==> src/logic/drive_mode_pkg.sv <==
// Purpose: Shared constants and types for the drive command-source and mode controller
// Assumes: 100 MHz system clock, 32-bit classic Wishbone register access
// Notes:   Offsets are byte addresses of aligned 32-bit words
`default_nettype none
package drive_mode_pkg;
    // ==========================================================
    // Clock and timing
    localparam int CLK_HZ = 100_000_000; // System clock rate
    localparam int HOLD_TIME_MS = 1000; // Least hold of the mode key
    localparam int HOLD_CYCLES = (CLK_HZ / 1000) * HOLD_TIME_MS; // Least time, exact here
    // ==========================================================
    // Register offsets
    localparam logic [4:0] ADDR_CTRL = 5'h00; // Source selectors, software run
    localparam logic [4:0] ADDR_RFREQ = 5'h04; // Remote frequency setting
    localparam logic [4:0] ADDR_LFREQ = 5'h08; // Local frequency setting
    localparam logic [4:0] ADDR_JFREQ = 5'h0c; // inching_frequency
    localparam logic [4:0] ADDR_JTIME = 5'h10; // inching accel [15:0], decel [31:16]
    localparam logic [4:0] ADDR_NTIME = 5'h14; // Normal accel [15:0], decel [31:16]
    localparam logic [4:0] ADDR_TERM = 5'h18; // Terminal function selectors
    localparam logic [4:0] ADDR_STAT = 5'h1c; // Read-only status
    // ==========================================================
    // Field positions and values
    localparam int CTRL_FSRC = 2; // frequency_source_select bit
    localparam int CTRL_SWF = 3; // Software forward run
    localparam int CTRL_SWR = 4; // Software reverse run
    localparam logic [1:0] SRC_KEYPAD = 2'h0; // Factory default run source
    localparam logic [1:0] SRC_TERMINAL = 2'h1; // External digital inputs
    localparam logic [1:0] SRC_KP_FWD = 2'h2; // Keypad forward only
    localparam logic [1:0] SRC_KP_REV = 2'h3; // Keypad reverse only
    localparam logic [7:0] FUNC_PRIORITY = 8'h23; // Code 35: keypad priority
    localparam logic [7:0] FUNC_FWD_RST = 8'h62; // Code 98: run forward
    localparam logic [7:0] FUNC_BWD_RST = 8'h63; // Code 99: run reverse
    localparam logic [7:0] FUNC_IN_RST = 8'h00; // Input terminal default
    localparam logic [4:0] CTRL_RST = 5'h00; // Keypad sources, no software run
    // Operating mode
    typedef enum logic {MODE_REMOTE = 1'b0, MODE_LOCAL = 1'b1} mode_t;
endpackage
`default_nettype wire

==> src/logic/pin_sync_if.sv <==
// Purpose: Carries raw pins into the synchroniser and clean levels back out
// Assumes: One clock domain on the clean side
// Notes:   Width set by the instantiating module
`timescale 1ns/1ns
`default_nettype none
interface pin_sync_if #(parameter int W = 7);
    logic [W-1:0] raw; // Asynchronous pin levels
    logic [W-1:0] clean; // Agreed, synchronised levels
    modport sync (input raw, output clean);
    modport user (output raw, input clean);
endinterface
`default_nettype wire

==> src/logic/drive_mode_ctrl.sv <==
// Purpose: Run/frequency source selection, remote/local modes and jog-ready state
// Assumes: Keypad keys and run terminals arrive asynchronously; analog value on clk_i
// Notes:   Registers reached over classic Wishbone, one aligned word each
//
// Functional notes
// - Jog toggling only while drive stopped
// - Jog terminal toggles normal and jog-ready
// - Own jog frequency and ramp times
// - Key combo enters jog, lights indicator
// - Combo again leaves jog, indicator off
// - Remote: sources follow settings, keypad excluded
// - Local: keypad overrides every other source
// - Local selector limits keypad directions
// - Mode key held one second toggles mode
// - Priority input needs terminal code 35
// - Indicators show remote or local mode
// - Remote frequency carried into local
// - Running drive keeps running into local; the run output drops for one cycle at the switch
// - Forbidden inherited direction stops the drive
// - Selector write refused while run inputs on
// - Selector 1 takes terminals, default keypad
// - Frequency selector 1 takes analog input
// - Terminal functions default to 98, 99
//
// The implementer's own choices: the register offsets and the Wishbone register port.
`timescale 1ns/1ns
`default_nettype none
module drive_mode_ctrl #(parameter int HOLD_CYC = drive_mode_pkg::HOLD_CYCLES)
(
    input wire logic clk_i,
    input wire logic rst_i,
    input wire logic wb_cyc_i,
    input wire logic wb_stb_i,
    input wire logic wb_we_i,
    input wire logic [4:0] wb_adr_i,
    input wire logic [3:0] wb_sel_i,
    input wire logic [31:0] wb_dat_i,
    output logic [31:0] wb_dat_o,
    output logic wb_ack_o,
    input wire logic forward_run_input_i,
    input wire logic backward_run_input_i,
    input wire logic jog_ready_input_i,
    input wire logic keypad_priority_input_i,
    input wire logic key_mode_i,
    input wire logic key_jog_combo_i,
    input wire logic key_fwd_i,
    input wire logic key_rev_i,
    input wire logic key_stop_i,
    input wire logic [15:0] analog_freq_i,
    output logic run_fwd_o,
    output logic run_rev_o,
    output logic [15:0] freq_cmd_o,
    output logic [15:0] accel_time_o,
    output logic [15:0] decel_time_o,
    output logic jog_indicator_o,
    output logic far_control_indicator_o,
    output logic local_indicator_o
);
    import drive_mode_pkg::*;
    if (HOLD_CYC < 2)
    begin : g_hold_check
        $error("drive_mode_ctrl: HOLD_CYC below 2");
    end

    // ==========================================================
    // Pin synchronisers
    pin_sync_if #(.W(9)) pins ();
    assign pins.raw = {key_stop_i, key_rev_i, key_fwd_i, key_jog_combo_i, key_mode_i,
                       keypad_priority_input_i, jog_ready_input_i,
                       backward_run_input_i, forward_run_input_i};
    pin_sync #(.W(9)) u_sync (.clk_i(clk_i), .rst_i(rst_i), .p(pins.sync));
    wire logic t_fwd = pins.clean[0]; // Terminal forward level
    wire logic t_rev = pins.clean[1]; // Terminal reverse level
    wire logic t_jog = pins.clean[2];
    wire logic t_prio = pins.clean[3];
    wire logic k_mode = pins.clean[4];
    wire logic k_combo = pins.clean[5];
    wire logic k_fwd = pins.clean[6];
    wire logic k_rev = pins.clean[7];
    wire logic k_stop = pins.clean[8];

    // Previous clean levels for edge detection
    logic [8:0] prev_ff;
    always_ff @(posedge clk_i)
    begin
        prev_ff <= rst_i ? 9'h000 : pins.clean;
    end
    wire logic [8:0] rise = pins.clean & ~prev_ff;
    wire logic prio_chg = t_prio ^ prev_ff[3];

    // Mode key hold detector
    logic hold_fire;
    hold_timer #(.CYCLES(HOLD_CYC)) u_hold (.clk_i(clk_i), .rst_i(rst_i), .key_i(k_mode),
                                           .fire_o(hold_fire));

    // ==========================================================
    // Register file
    logic [4:0] ctrl_ff; // run_source_select, frequency source, software run
    logic [15:0] rfreq_ff, lfreq_ff, jfreq_ff;
    logic [31:0] jtime_ff, ntime_ff;
    logic [7:0] in_func_ff, fwd_func_ff, bwd_func_ff;
    logic [31:0] rdata;
    logic [31:0] wmask;
    mode_t mode_ff;
    logic jog_ff, run_fwd_ff, run_rev_ff, ack_ff;
    logic far_ff; // Remote indicator, own flop so the pin is flop-driven
    logic loc_fwd_ff, loc_rev_ff; // Latched local keypad run

    wire logic [1:0] run_sel = ctrl_ff[1:0];
    wire logic req = wb_cyc_i && wb_stb_i && !ack_ff;
    wire logic wr = req && wb_we_i;
    wire logic run_lock = t_fwd || t_rev;
    assign wmask = {{8{wb_sel_i[3]}}, {8{wb_sel_i[2]}}, {8{wb_sel_i[1]}}, {8{wb_sel_i[0]}}};

    // Merge written bytes into an old value
    function automatic logic [31:0] merge(input logic [31:0] old, input logic [31:0] nw,
                                          input logic [31:0] m);
        merge = (old & ~m) | (nw & m);
    endfunction
    wire logic [31:0] ctrl_new = merge({27'h0, ctrl_ff}, wb_dat_i, wmask);
    // Selector kept while a run input is on; other bits still written
    wire logic [4:0] nxt_ctrl = {ctrl_new[4:2], run_lock ? run_sel : ctrl_new[1:0]};

    // ==========================================================
    // Source and mode decoding
    wire logic running = run_fwd_ff || run_rev_ff;
    // Priority input works only if some terminal carries code 35
    wire logic prio_en = (in_func_ff == FUNC_PRIORITY) || (fwd_func_ff == FUNC_PRIORITY) ||
                         (bwd_func_ff == FUNC_PRIORITY);
    wire logic mode_tgl = hold_fire || (prio_en && prio_chg);
    wire logic to_local = mode_tgl && (mode_ff == MODE_REMOTE);
    wire logic is_local = (mode_ff == MODE_LOCAL);
    // Local selector restricts keypad direction
    wire logic perm_fwd = (run_sel != SRC_KP_REV);
    wire logic perm_rev = (run_sel != SRC_KP_FWD);
    // Keypad counts as run source in local mode or on a keypad selector
    wire logic kp_src = is_local || (run_sel != SRC_TERMINAL);
    wire logic jog_req = (rise[5] && kp_src) || rise[2];
    // Remote run: terminals or software link, never the keypad
    wire logic rem_f = (run_sel == SRC_TERMINAL) ? t_fwd : ctrl_ff[CTRL_SWF];
    wire logic rem_r = (run_sel == SRC_TERMINAL) ? t_rev : ctrl_ff[CTRL_SWR];
    wire logic [15:0] rem_freq = ctrl_ff[CTRL_FSRC] ? analog_freq_i : rfreq_ff;
    // Jogging runs only while the key or terminal is held, or in remote while the software run bit is set
    wire logic want_f = is_local ? (jog_ff ? (k_fwd && perm_fwd) : loc_fwd_ff) : rem_f;
    wire logic want_r = is_local ? (jog_ff ? (k_rev && perm_rev) : loc_rev_ff) : rem_r;
    wire logic nxt_run_fwd = want_f && !want_r && !to_local;
    wire logic nxt_run_rev = want_r && !want_f && !to_local;

    // Readback mux
    assign rdata =
        (wb_adr_i == ADDR_CTRL)  ? {27'h0, ctrl_ff} :
        (wb_adr_i == ADDR_RFREQ) ? {16'h0, rfreq_ff} :
        (wb_adr_i == ADDR_LFREQ) ? {16'h0, lfreq_ff} :
        (wb_adr_i == ADDR_JFREQ) ? {16'h0, jfreq_ff} :
        (wb_adr_i == ADDR_JTIME) ? jtime_ff :
        (wb_adr_i == ADDR_NTIME) ? ntime_ff :
        (wb_adr_i == ADDR_TERM)  ? {8'h0, bwd_func_ff, fwd_func_ff, in_func_ff} :
        (wb_adr_i == ADDR_STAT)  ? {27'h0, prio_en, run_rev_ff, run_fwd_ff, jog_ff, mode_ff} :
        32'h0;

    // ==========================================================
    // Wishbone slave: one wait cycle, unmapped reads zero, writes ignored
    always_ff @(posedge clk_i)
    begin
        if (rst_i)
        begin
            ack_ff <= 1'b0;
            wb_dat_o <= 32'h0;
        end
        else
        begin
            ack_ff <= req;
            wb_dat_o <= req ? rdata : 32'h0;
        end
    end
    assign wb_ack_o = ack_ff;

    // Settings registers
    always_ff @(posedge clk_i)
    begin
        if (rst_i)
        begin
            ctrl_ff <= CTRL_RST;
            rfreq_ff <= 16'h0000;
            jfreq_ff <= 16'h0000;
            jtime_ff <= 32'h0;
            ntime_ff <= 32'h0;
            in_func_ff <= FUNC_IN_RST;
            fwd_func_ff <= FUNC_FWD_RST;
            bwd_func_ff <= FUNC_BWD_RST;
        end
        else if (wr)
        begin
            if (wb_adr_i == ADDR_CTRL)
                ctrl_ff <= nxt_ctrl;
            if (wb_adr_i == ADDR_RFREQ)
                rfreq_ff <= 16'(merge({16'h0, rfreq_ff}, wb_dat_i, wmask));
            if (wb_adr_i == ADDR_JFREQ)
                jfreq_ff <= 16'(merge({16'h0, jfreq_ff}, wb_dat_i, wmask));
            if (wb_adr_i == ADDR_JTIME)
                jtime_ff <= merge(jtime_ff, wb_dat_i, wmask);
            if (wb_adr_i == ADDR_NTIME)
                ntime_ff <= merge(ntime_ff, wb_dat_i, wmask);
            if (wb_adr_i == ADDR_TERM)
            begin
                in_func_ff <= wb_sel_i[0] ? wb_dat_i[7:0] : in_func_ff;
                fwd_func_ff <= wb_sel_i[1] ? wb_dat_i[15:8] : fwd_func_ff;
                bwd_func_ff <= wb_sel_i[2] ? wb_dat_i[23:16] : bwd_func_ff;
            end
        end
    end

    // Local frequency: carry-over beats a software write in the same cycle
    always_ff @(posedge clk_i)
    begin
        if (rst_i)
            lfreq_ff <= 16'h0000;
        else if (to_local)
            lfreq_ff <= rem_freq;
        else if (wr && wb_adr_i == ADDR_LFREQ)
            lfreq_ff <= 16'(merge({16'h0, lfreq_ff}, wb_dat_i, wmask));
    end

    // ==========================================================
    // Mode, jog state and local run latch
    always_ff @(posedge clk_i)
    begin
        if (rst_i)
        begin
            mode_ff <= MODE_REMOTE;
            far_ff <= 1'b1;
            jog_ff <= 1'b0;
            loc_fwd_ff <= 1'b0;
            loc_rev_ff <= 1'b0;
        end
        else
        begin
            if (mode_tgl)
            begin
                mode_ff <= is_local ? MODE_REMOTE : MODE_LOCAL;
                far_ff <= is_local;
            end
            // Requests while running are dropped, not queued
            if (jog_req && !running)
                jog_ff <= !jog_ff;
            if (to_local)
            begin
                // Inherit the run unless its direction is forbidden
                loc_fwd_ff <= run_fwd_ff && perm_fwd;
                loc_rev_ff <= run_rev_ff && perm_rev;
            end
            else if (!is_local || k_stop || jog_ff)
            begin
                loc_fwd_ff <= 1'b0;
                loc_rev_ff <= 1'b0;
            end
            else if (rise[6] && perm_fwd)
            begin
                loc_fwd_ff <= 1'b1;
                loc_rev_ff <= 1'b0;
            end
            else if (rise[7] && perm_rev)
            begin
                loc_fwd_ff <= 1'b0;
                loc_rev_ff <= 1'b1;
            end
            else
            begin
                // A selector write may forbid a direction that is already latched
                loc_fwd_ff <= loc_fwd_ff && perm_fwd;
                loc_rev_ff <= loc_rev_ff && perm_rev;
            end
        end
    end

    // ==========================================================
    // Output stage, all registered
    always_ff @(posedge clk_i)
    begin
        if (rst_i)
        begin
            run_fwd_ff <= 1'b0;
            run_rev_ff <= 1'b0;
            freq_cmd_o <= 16'h0000;
            accel_time_o <= 16'h0000;
            decel_time_o <= 16'h0000;
        end
        else
        begin
            run_fwd_ff <= nxt_run_fwd;
            run_rev_ff <= nxt_run_rev;
            // Jog settings apply only in the jog-ready state
            freq_cmd_o <= jog_ff ? jfreq_ff : (is_local ? lfreq_ff : rem_freq);
            accel_time_o <= jog_ff ? jtime_ff[15:0] : ntime_ff[15:0];
            decel_time_o <= jog_ff ? jtime_ff[31:16] : ntime_ff[31:16];
        end
    end
    assign run_fwd_o = run_fwd_ff;
    assign run_rev_o = run_rev_ff;
    assign jog_indicator_o = jog_ff;
    assign local_indicator_o = mode_ff;
    assign far_control_indicator_o = far_ff;
endmodule
`default_nettype wire

==> src/logic/hold_timer.sv <==
// Purpose: One pulse after a key has been held for a least time
// Assumes: key_i already synchronised
// Notes:   Fires once per press; release re-arms
`timescale 1ns/1ns
`default_nettype none
module hold_timer #(parameter int CYCLES = 100)
(
    input wire logic clk_i,
    input wire logic rst_i,
    input wire logic key_i,
    output logic fire_o
);
    // A count below two cannot tell a press from a glitch
    if (CYCLES < 2)
    begin : g_cycles_check
        $error("hold_timer: CYCLES below 2");
    end
    logic [31:0] cnt_ff;
    logic fire_ff;
    // Count while held; saturate so a long hold fires only once
    always_ff @(posedge clk_i)
    begin
        if (rst_i || !key_i)
        begin
            cnt_ff <= 32'h0;
            fire_ff <= 1'b0;
        end
        else
        begin
            if (cnt_ff != 32'(CYCLES))
                cnt_ff <= cnt_ff + 32'h1;
            fire_ff <= (cnt_ff == 32'(CYCLES - 1));
        end
    end
    assign fire_o = fire_ff;
endmodule
`default_nettype wire

==> src/logic/pin_sync.sv <==
// Purpose: Three-stage synchroniser with agreement filter
// Assumes: Pins are asynchronous to clk_i
// Notes:   Stage one feeds stage two only
`timescale 1ns/1ns
`default_nettype none
module pin_sync #(parameter int W = 7)
(
    input wire logic clk_i,
    input wire logic rst_i,
    pin_sync_if.sync p
);
    logic [W-1:0] s1_ff, s2_ff, s3_ff, clean_ff;
    // ==========================================================
    // Chain; a change counts once stages two and three agree
    always_ff @(posedge clk_i)
    begin
        if (rst_i)
        begin
            s1_ff <= '0;
            s2_ff <= '0;
            s3_ff <= '0;
            clean_ff <= '0;
        end
        else
        begin
            s1_ff <= p.raw;
            s2_ff <= s1_ff;
            s3_ff <= s2_ff;
            clean_ff <= (s2_ff & s3_ff) | (~(s2_ff ^ s3_ff) & s3_ff) | ((s2_ff ^ s3_ff) & clean_ff);
        end
    end
    assign p.clean = clean_ff;
endmodule
`default_nettype wire

==> config.mk <==
export PLATFORM = sky130hd
export DESIGN_NAME = drive_mode_ctrl
export DESIGN_NICKNAME = d
export VERILOG_FILES = /design/src/logic/drive_mode_pkg.sv /design/src/logic/pin_sync_if.sv /design/src/logic/drive_mode_ctrl.sv /design/src/logic/hold_timer.sv /design/src/logic/pin_sync.sv
export SDC_FILE = /design/constraint.sdc
export NUM_CORES = 1
export LEC_CHECK = 0
export ABC_AREA = 1
export BUFFER_PORTS_ARGS = -buffer_cell sky130_fd_sc_hd__buf_2
export CAP_MARGIN = 20
export CORE_UTILIZATION = 58
export DETAILED_ROUTE_END_ITERATION = 10
export PLACE_DENSITY_LB_ADDON = 0.12
export SETUP_SLACK_MARGIN = 0.15
export SKIP_LAST_GASP = 1
export SLEW_MARGIN = 30
export SYNTH_ARGS = -nofsm -noshare
export SYNTH_HDL_FRONTEND = slang
export SYNTH_SLANG_ARGS = --single-unit
export TNS_END_PERCENT = 20
==> constraint.sdc <==
create_clock -name clk_i -period 2.05 [get_ports clk_i]
set_clock_uncertainty 0.2 [all_clocks]
set_input_delay 0.205 -clock clk_i [delete_from_list [all_inputs] [get_ports clk_i]]
set_output_delay 0.205 -clock clk_i [all_outputs]
set_load 0.005 [all_outputs]
## After elaboration in Yosys (flattened, before gate mapping)

Cells that the tools add are included.

- Flip-flop bits (word level): 306
- Latch bits: 0
- Bits in writable memories: 0
- Memory bits (read-only): 0
- Input bits: 71
- Output and inout bits: 86
- Logic and storage cells: 157
- Memories kept: 0

- $add $sub $neg: 1
- Multipliers: 0
- Div/mod/pow operators: 0
- Order comparisons: 0
- Eq/ne operators: 16
- Shift-type cells: 0
- Muxes and demuxes: 30
- Bitwise logic cells: 27
- Reduce and logical (&&, ||, !) cells: 52

Operators by type and width:

| kind | number |
|---|---|
| 16-bit two-way mux | 10 |
| 32-bit AND | 3 |
| 32-bit two-way mux | 2 |
| 32-bit OR | 2 |
| 16-bit AND | 3 |
| 16-bit OR | 3 |
| 32-bit by 1-bit adder with 32-bit output (second input constant) | 1 |
| 32-bit by 27-bit equality test with 1-bit output (second input constant) | 1 |
| 32-bit by 27-bit inequality test with 1-bit output (second input constant) | 1 |
| 32-bit inverter | 1 |
| 9-bit AND | 3 |
| 8-bit by 6-bit equality test with 1-bit output (second input constant) | 3 |
| 24-bit two-way mux | 1 |
| 5-bit equality test (second input constant) | 4 |
| 1-bit logical AND | 20 |
| 9-bit OR | 2 |
| 1-bit two-way mux | 15 |
| 3-bit AND reduction | 4 |
| 5-bit by 4-bit equality test with 1-bit output (second input constant) | 2 |
| 1-bit logical OR | 10 |
| 5-bit two-way mux | 2 |
| 2-bit AND reduction | 5 |
| 9-bit inverter | 1 |
| 9-bit bitwise XOR | 1 |
| 16 further kinds | 26 |

## Depth between registers and ports, before layout

- Depth after elaboration: 11
- Mapped depth: 13
- Mapped depth without buffers: 13

## Hierarchy

From an unflattened synthesis, not the netlist that was laid out.

- Cell total of the unflattened synthesis: 1,712
- Area total of the unflattened synthesis: 12,700.9 um2

By module, submodules not included:

| module | times used | cells each | area an instance (um2) | seq. area each (um2) |
|---|---|---|---|---|
| drive_mode_ctrl | 1 | 1,244 | 9,501.6 | 4,684.5 |
| hold_timer | 1 | 338 | 1,994.4 | 660.6 |
| pin_sync | 1 | 130 | 1,204.9 | 720.7 |

## Worst setup path after synthesis

OpenSTA, ideal clock, no wires.

- Kind: register to register
- Start point: register u_hold.cnt_ff[0]
- End point: register u_hold.cnt_ff[26]
- Library setup time: 0.080 ns
- Data arrival time: 1.556 ns
- Required time: 1.770 ns
- Setup slack: 0.214 ns
- Stages on the path, launching flop included: 11
- Buffers on the path: 0
- Period minus slack after synthesis: 1.836 ns
- Cells stage by stage: dfxtp_1 ha_1 nand3_1 nor2_2 nand2_1 nor2_1 inv_2 nor2_4 nand2_1 o21ai_0 nor3b_1

- Longest elaborated chain between the ends: 1
- Elaborated cells on any way between the ends: 2
- Those cells by class: add/sub (1); eq/ne (1)

Ends and longest elaborated chain:

| element | RTL line | RTL |
|---|---|---|
| start, declared | hold_timer.sv:18 | `logic [31:0] cnt_ff;` |
| start signal, assigned | hold_timer.sv:31 | `cnt_ff <= cnt_ff + 32'h1;` |
| 32-bit by 1-bit adder with 32-bit output or 32-bit by 27-bit inequality test with 1-bit output (tied branches) | hold_timer.sv:31, hold_timer.sv:30 |  |

Several ways; a longest one is shown, not always the timed one.
A chain may end at the register's enable or synchronous reset.

==> results.md <==
- First-pass GRT wire length: 53,500 µm
- GPL Wtd Cong: 0.890
- Mean Syn Cell Area: 7.74 µm²
- Worst Hold End: wb_dat_o[22]
- Top FF cell, synth: dfxtp_1
- Post-Syn Area: 12,300 µm²
- Max_slew headroom: 42.0%
- Worst-margin pin slew: 0.869 ns
- Pre-antenna DRT Iters: 7
- Max_cap viols: 0
- DRC viols: 0
- Synthesis warning total: 0
- Total core area: 20,600 µm²
- Syn_nets: 1,673
- Die area: 21,800 µm²
- CTS Sinks: 303
- Min-Delay Path Class: primary input to flop
- CTS Root Cell: clkbuf_16
- Design Area, Final: 15,500 µm²
- Max Fclk: 511 MHz
- Crit path capture type: flop
- Register area share after synthesis: 49.2%
- Starting Density: 59.9%
- Maximum VDD drop: 0.000903 V
- Most common cell after layout, fill and taps aside: dfxtp_1
- Leading area contributor after synthesis: dfxtp_1
- Number of global-route vias before repair: 10,900
- P_leak: 0.00663 µW
- Mapped Cells: 1,591
- Most frequent cells in the layout: dfxtp_1 (299), nand2_1 (240), a21oi_1 (205)
- Wire per inst: 16.0 µm
- Placement Cell Area: 13,500 µm²
- Hold Startpoint: wb_adr_i[4]
- Share of the synthesized area in the top cell type: 49.2%
- Setup WS post-layout: 0.0935 ns
- Setup TNS: 0 ns
- Layout cells sized above 1: 18.9%
- Crit Path Class: flop to flop
- DP Worst Slack: -0.0656 ns
- Status: complete, no violations
- Critical Path RT: 2.32 ns
- # nets final: 1,909
- Min Clock Period, post-route: 1.96 ns
- Critical path peak fanout: 16
- Register bit total from synthesis: 303
- HPWL after detailed placement: 22,000 µm
- Endpoints failing hold: 0
- Worst r2r src: wb_ack_o
- Count of different cell masters after synthesis: 42
- Clock Pin Slew Worst Setup and Hold Paths: 0.06 ns
- CTS tree: yes
- Final setup vio count: 0
- Row Count: 52
- Area growth syn-to-layout: 25.9%
- Antenna Violating Nets Remaining: 0
- Ports: 157
- DR vias: 11,700
- CP Launch Type: flop
- TritonCTS buffer count: 31
- I/O Buffers: 156
- Top cells by area, synth: dfxtp_1 (49%), o21ai_0 (8.4%), a21oi_1 (8.3%)
- Antenna violations before repair: 1
- Synth async-reset ratio: 0%
- Final hold slack: 0.0179 ns
- Largest net degree at the start of global routing: 158
- Gr usage total: 30.4%
- Grt total ovfl: 0
- Post-synth EDFFs: 0
- Iter 0 DRT Violations: 862
- Critical Path AT: 2.23 ns
- Period utilization: 95.4%
- Die height: 148 µm
- Reg-to-reg setup timing slack: 0.09 ns
- Pwr per Cell Area: 793 nW/µm²
- Final core occ: 75.4%
- Vias per Instance: 5.52
- Slew Limit Fails: 0
- Reg2reg path depth: 7
- RSZ-0062 raised after global routing: yes
- H-tree depth: 1
- Die Width: 148 µm
- Routed wire length: 34,000 µm
- Clk Latency, worst-skew pair: 0.56 ns
- WHS Path Cells: 5
- Longest Clk Path Bufs: 3
-- Yosys cell counts, types with 4 or more instances --
library cell / count
a21oi_1: 205
nor3_4: 4
nor3b_1: 5
o21a_1: 4
nand4_1: 14
nor3_1: 33
clkbuf_1: 48
dfxtp_1: 303
nand2_2: 8
inv_2: 16
mux2i_1: 13
nor2_1: 174
nor4_1: 4
nand2_1: 247
nand3_1: 33
a211oi_1: 8
a41oi_1: 10
nor2_4: 16
buf_4: 7
nor2_2: 7
ha_1: 11
nand3b_1: 4
inv_1: 148
buf_6: 5
buf_2: 15
o21ai_1: 8
o21ai_0: 206
o211ai_1: 12
o221ai_1: 5
-- metrics by stage --
| step | total power, µW | std cells |
|---|---|---|
| after floorplan | 6280 | 1591 |
| after global placement | 6460 | 1989 |
| after detailed placement | 6460 | 1989 |
| after CTS | 12400 | 2111 |
| after global routing | 12700 | 2121 |
| final | 12300 | 2122 |
-- routing by layer --
layer | up-vias | global-route usage [%] | routed length, µm
li1 | 5757 | - | -
met1 | 5388 | 38.3 | 13900
met2 | 465 | 51.2 | 16100
met3 | 106 | 4.23 | 2380
met4 | 0 | 14.6 | 1560
met5 | - | 0 | 0
-- critical path, stage by stage, from the launching register on --
cell	delay [ns]
dfxtp_1	0.34
nor2_2	0.17
nand2_2	0.18
nor2_1	0.19
inv_2	0.14
nor2_4	0.29
o21ai_0	0.17
a21oi_1	0.21
-- layout make-up --
cell class / count / area (µm²)
antenna: 1 / 2.50
clock buffer: 48 / 930
clock inverter: 9 / 150
fill: 1554 / 5050
inverter: 164 / 622
multi-input combinational: 1049 / 5430
sequential: 303 / 6080
tap: 270 / 338
timing repair buffer: 278 / 1960
-- logic make-up (layout without fill, tap and decap cells) --
kind of cell,after synthesis,after routing,share of synthesized area (%)
other,0,1,0
buffers and inverters,240,499,7.98
muxes,13,13,1.06
DFF,303,303,49.2
and+or+nand+nor,556,557,20.4
AOI/OAI and AO/OA,465,465,20.0
adders and majority gates,11,11,1.12
xor gates and xnor gates,3,3,0.213
-- repair_timing --
action                     in CTS  in global routing
gates cloned                    0                  2
setup endpoints to repair      48                144
gates resized for setup        11                 35
hold endpoints to repair      165                  0
setup buffers                   3                  8
pin swaps                       2                 13
hold buffers                   62                  0
-- power by group --
part,total [µW],switching [µW],internal (µW)
clock,5860,2270,3600
combinational,501,298,203
sequential,5940,14.3,5920
-- how the worst max path moves through the flow --
stage                                 from                 to  slack [ns]  cells past startpoint
after global placement    u_hold.cnt_ff[0]  u_hold.cnt_ff[30]        0.05                     10
after detailed placement  u_hold.cnt_ff[0]  u_hold.cnt_ff[30]       -0.07                     10
after global routing              wb_ack_o               flop       -0.03                      7
after floorplan           u_hold.cnt_ff[0]  u_hold.cnt_ff[26]        0.21                     10
after CTS                         wb_ack_o               flop        0.07                      7
final                             wb_ack_o               flop        0.09                      7
No activity file was read; power rests on OpenSTA's default activity.
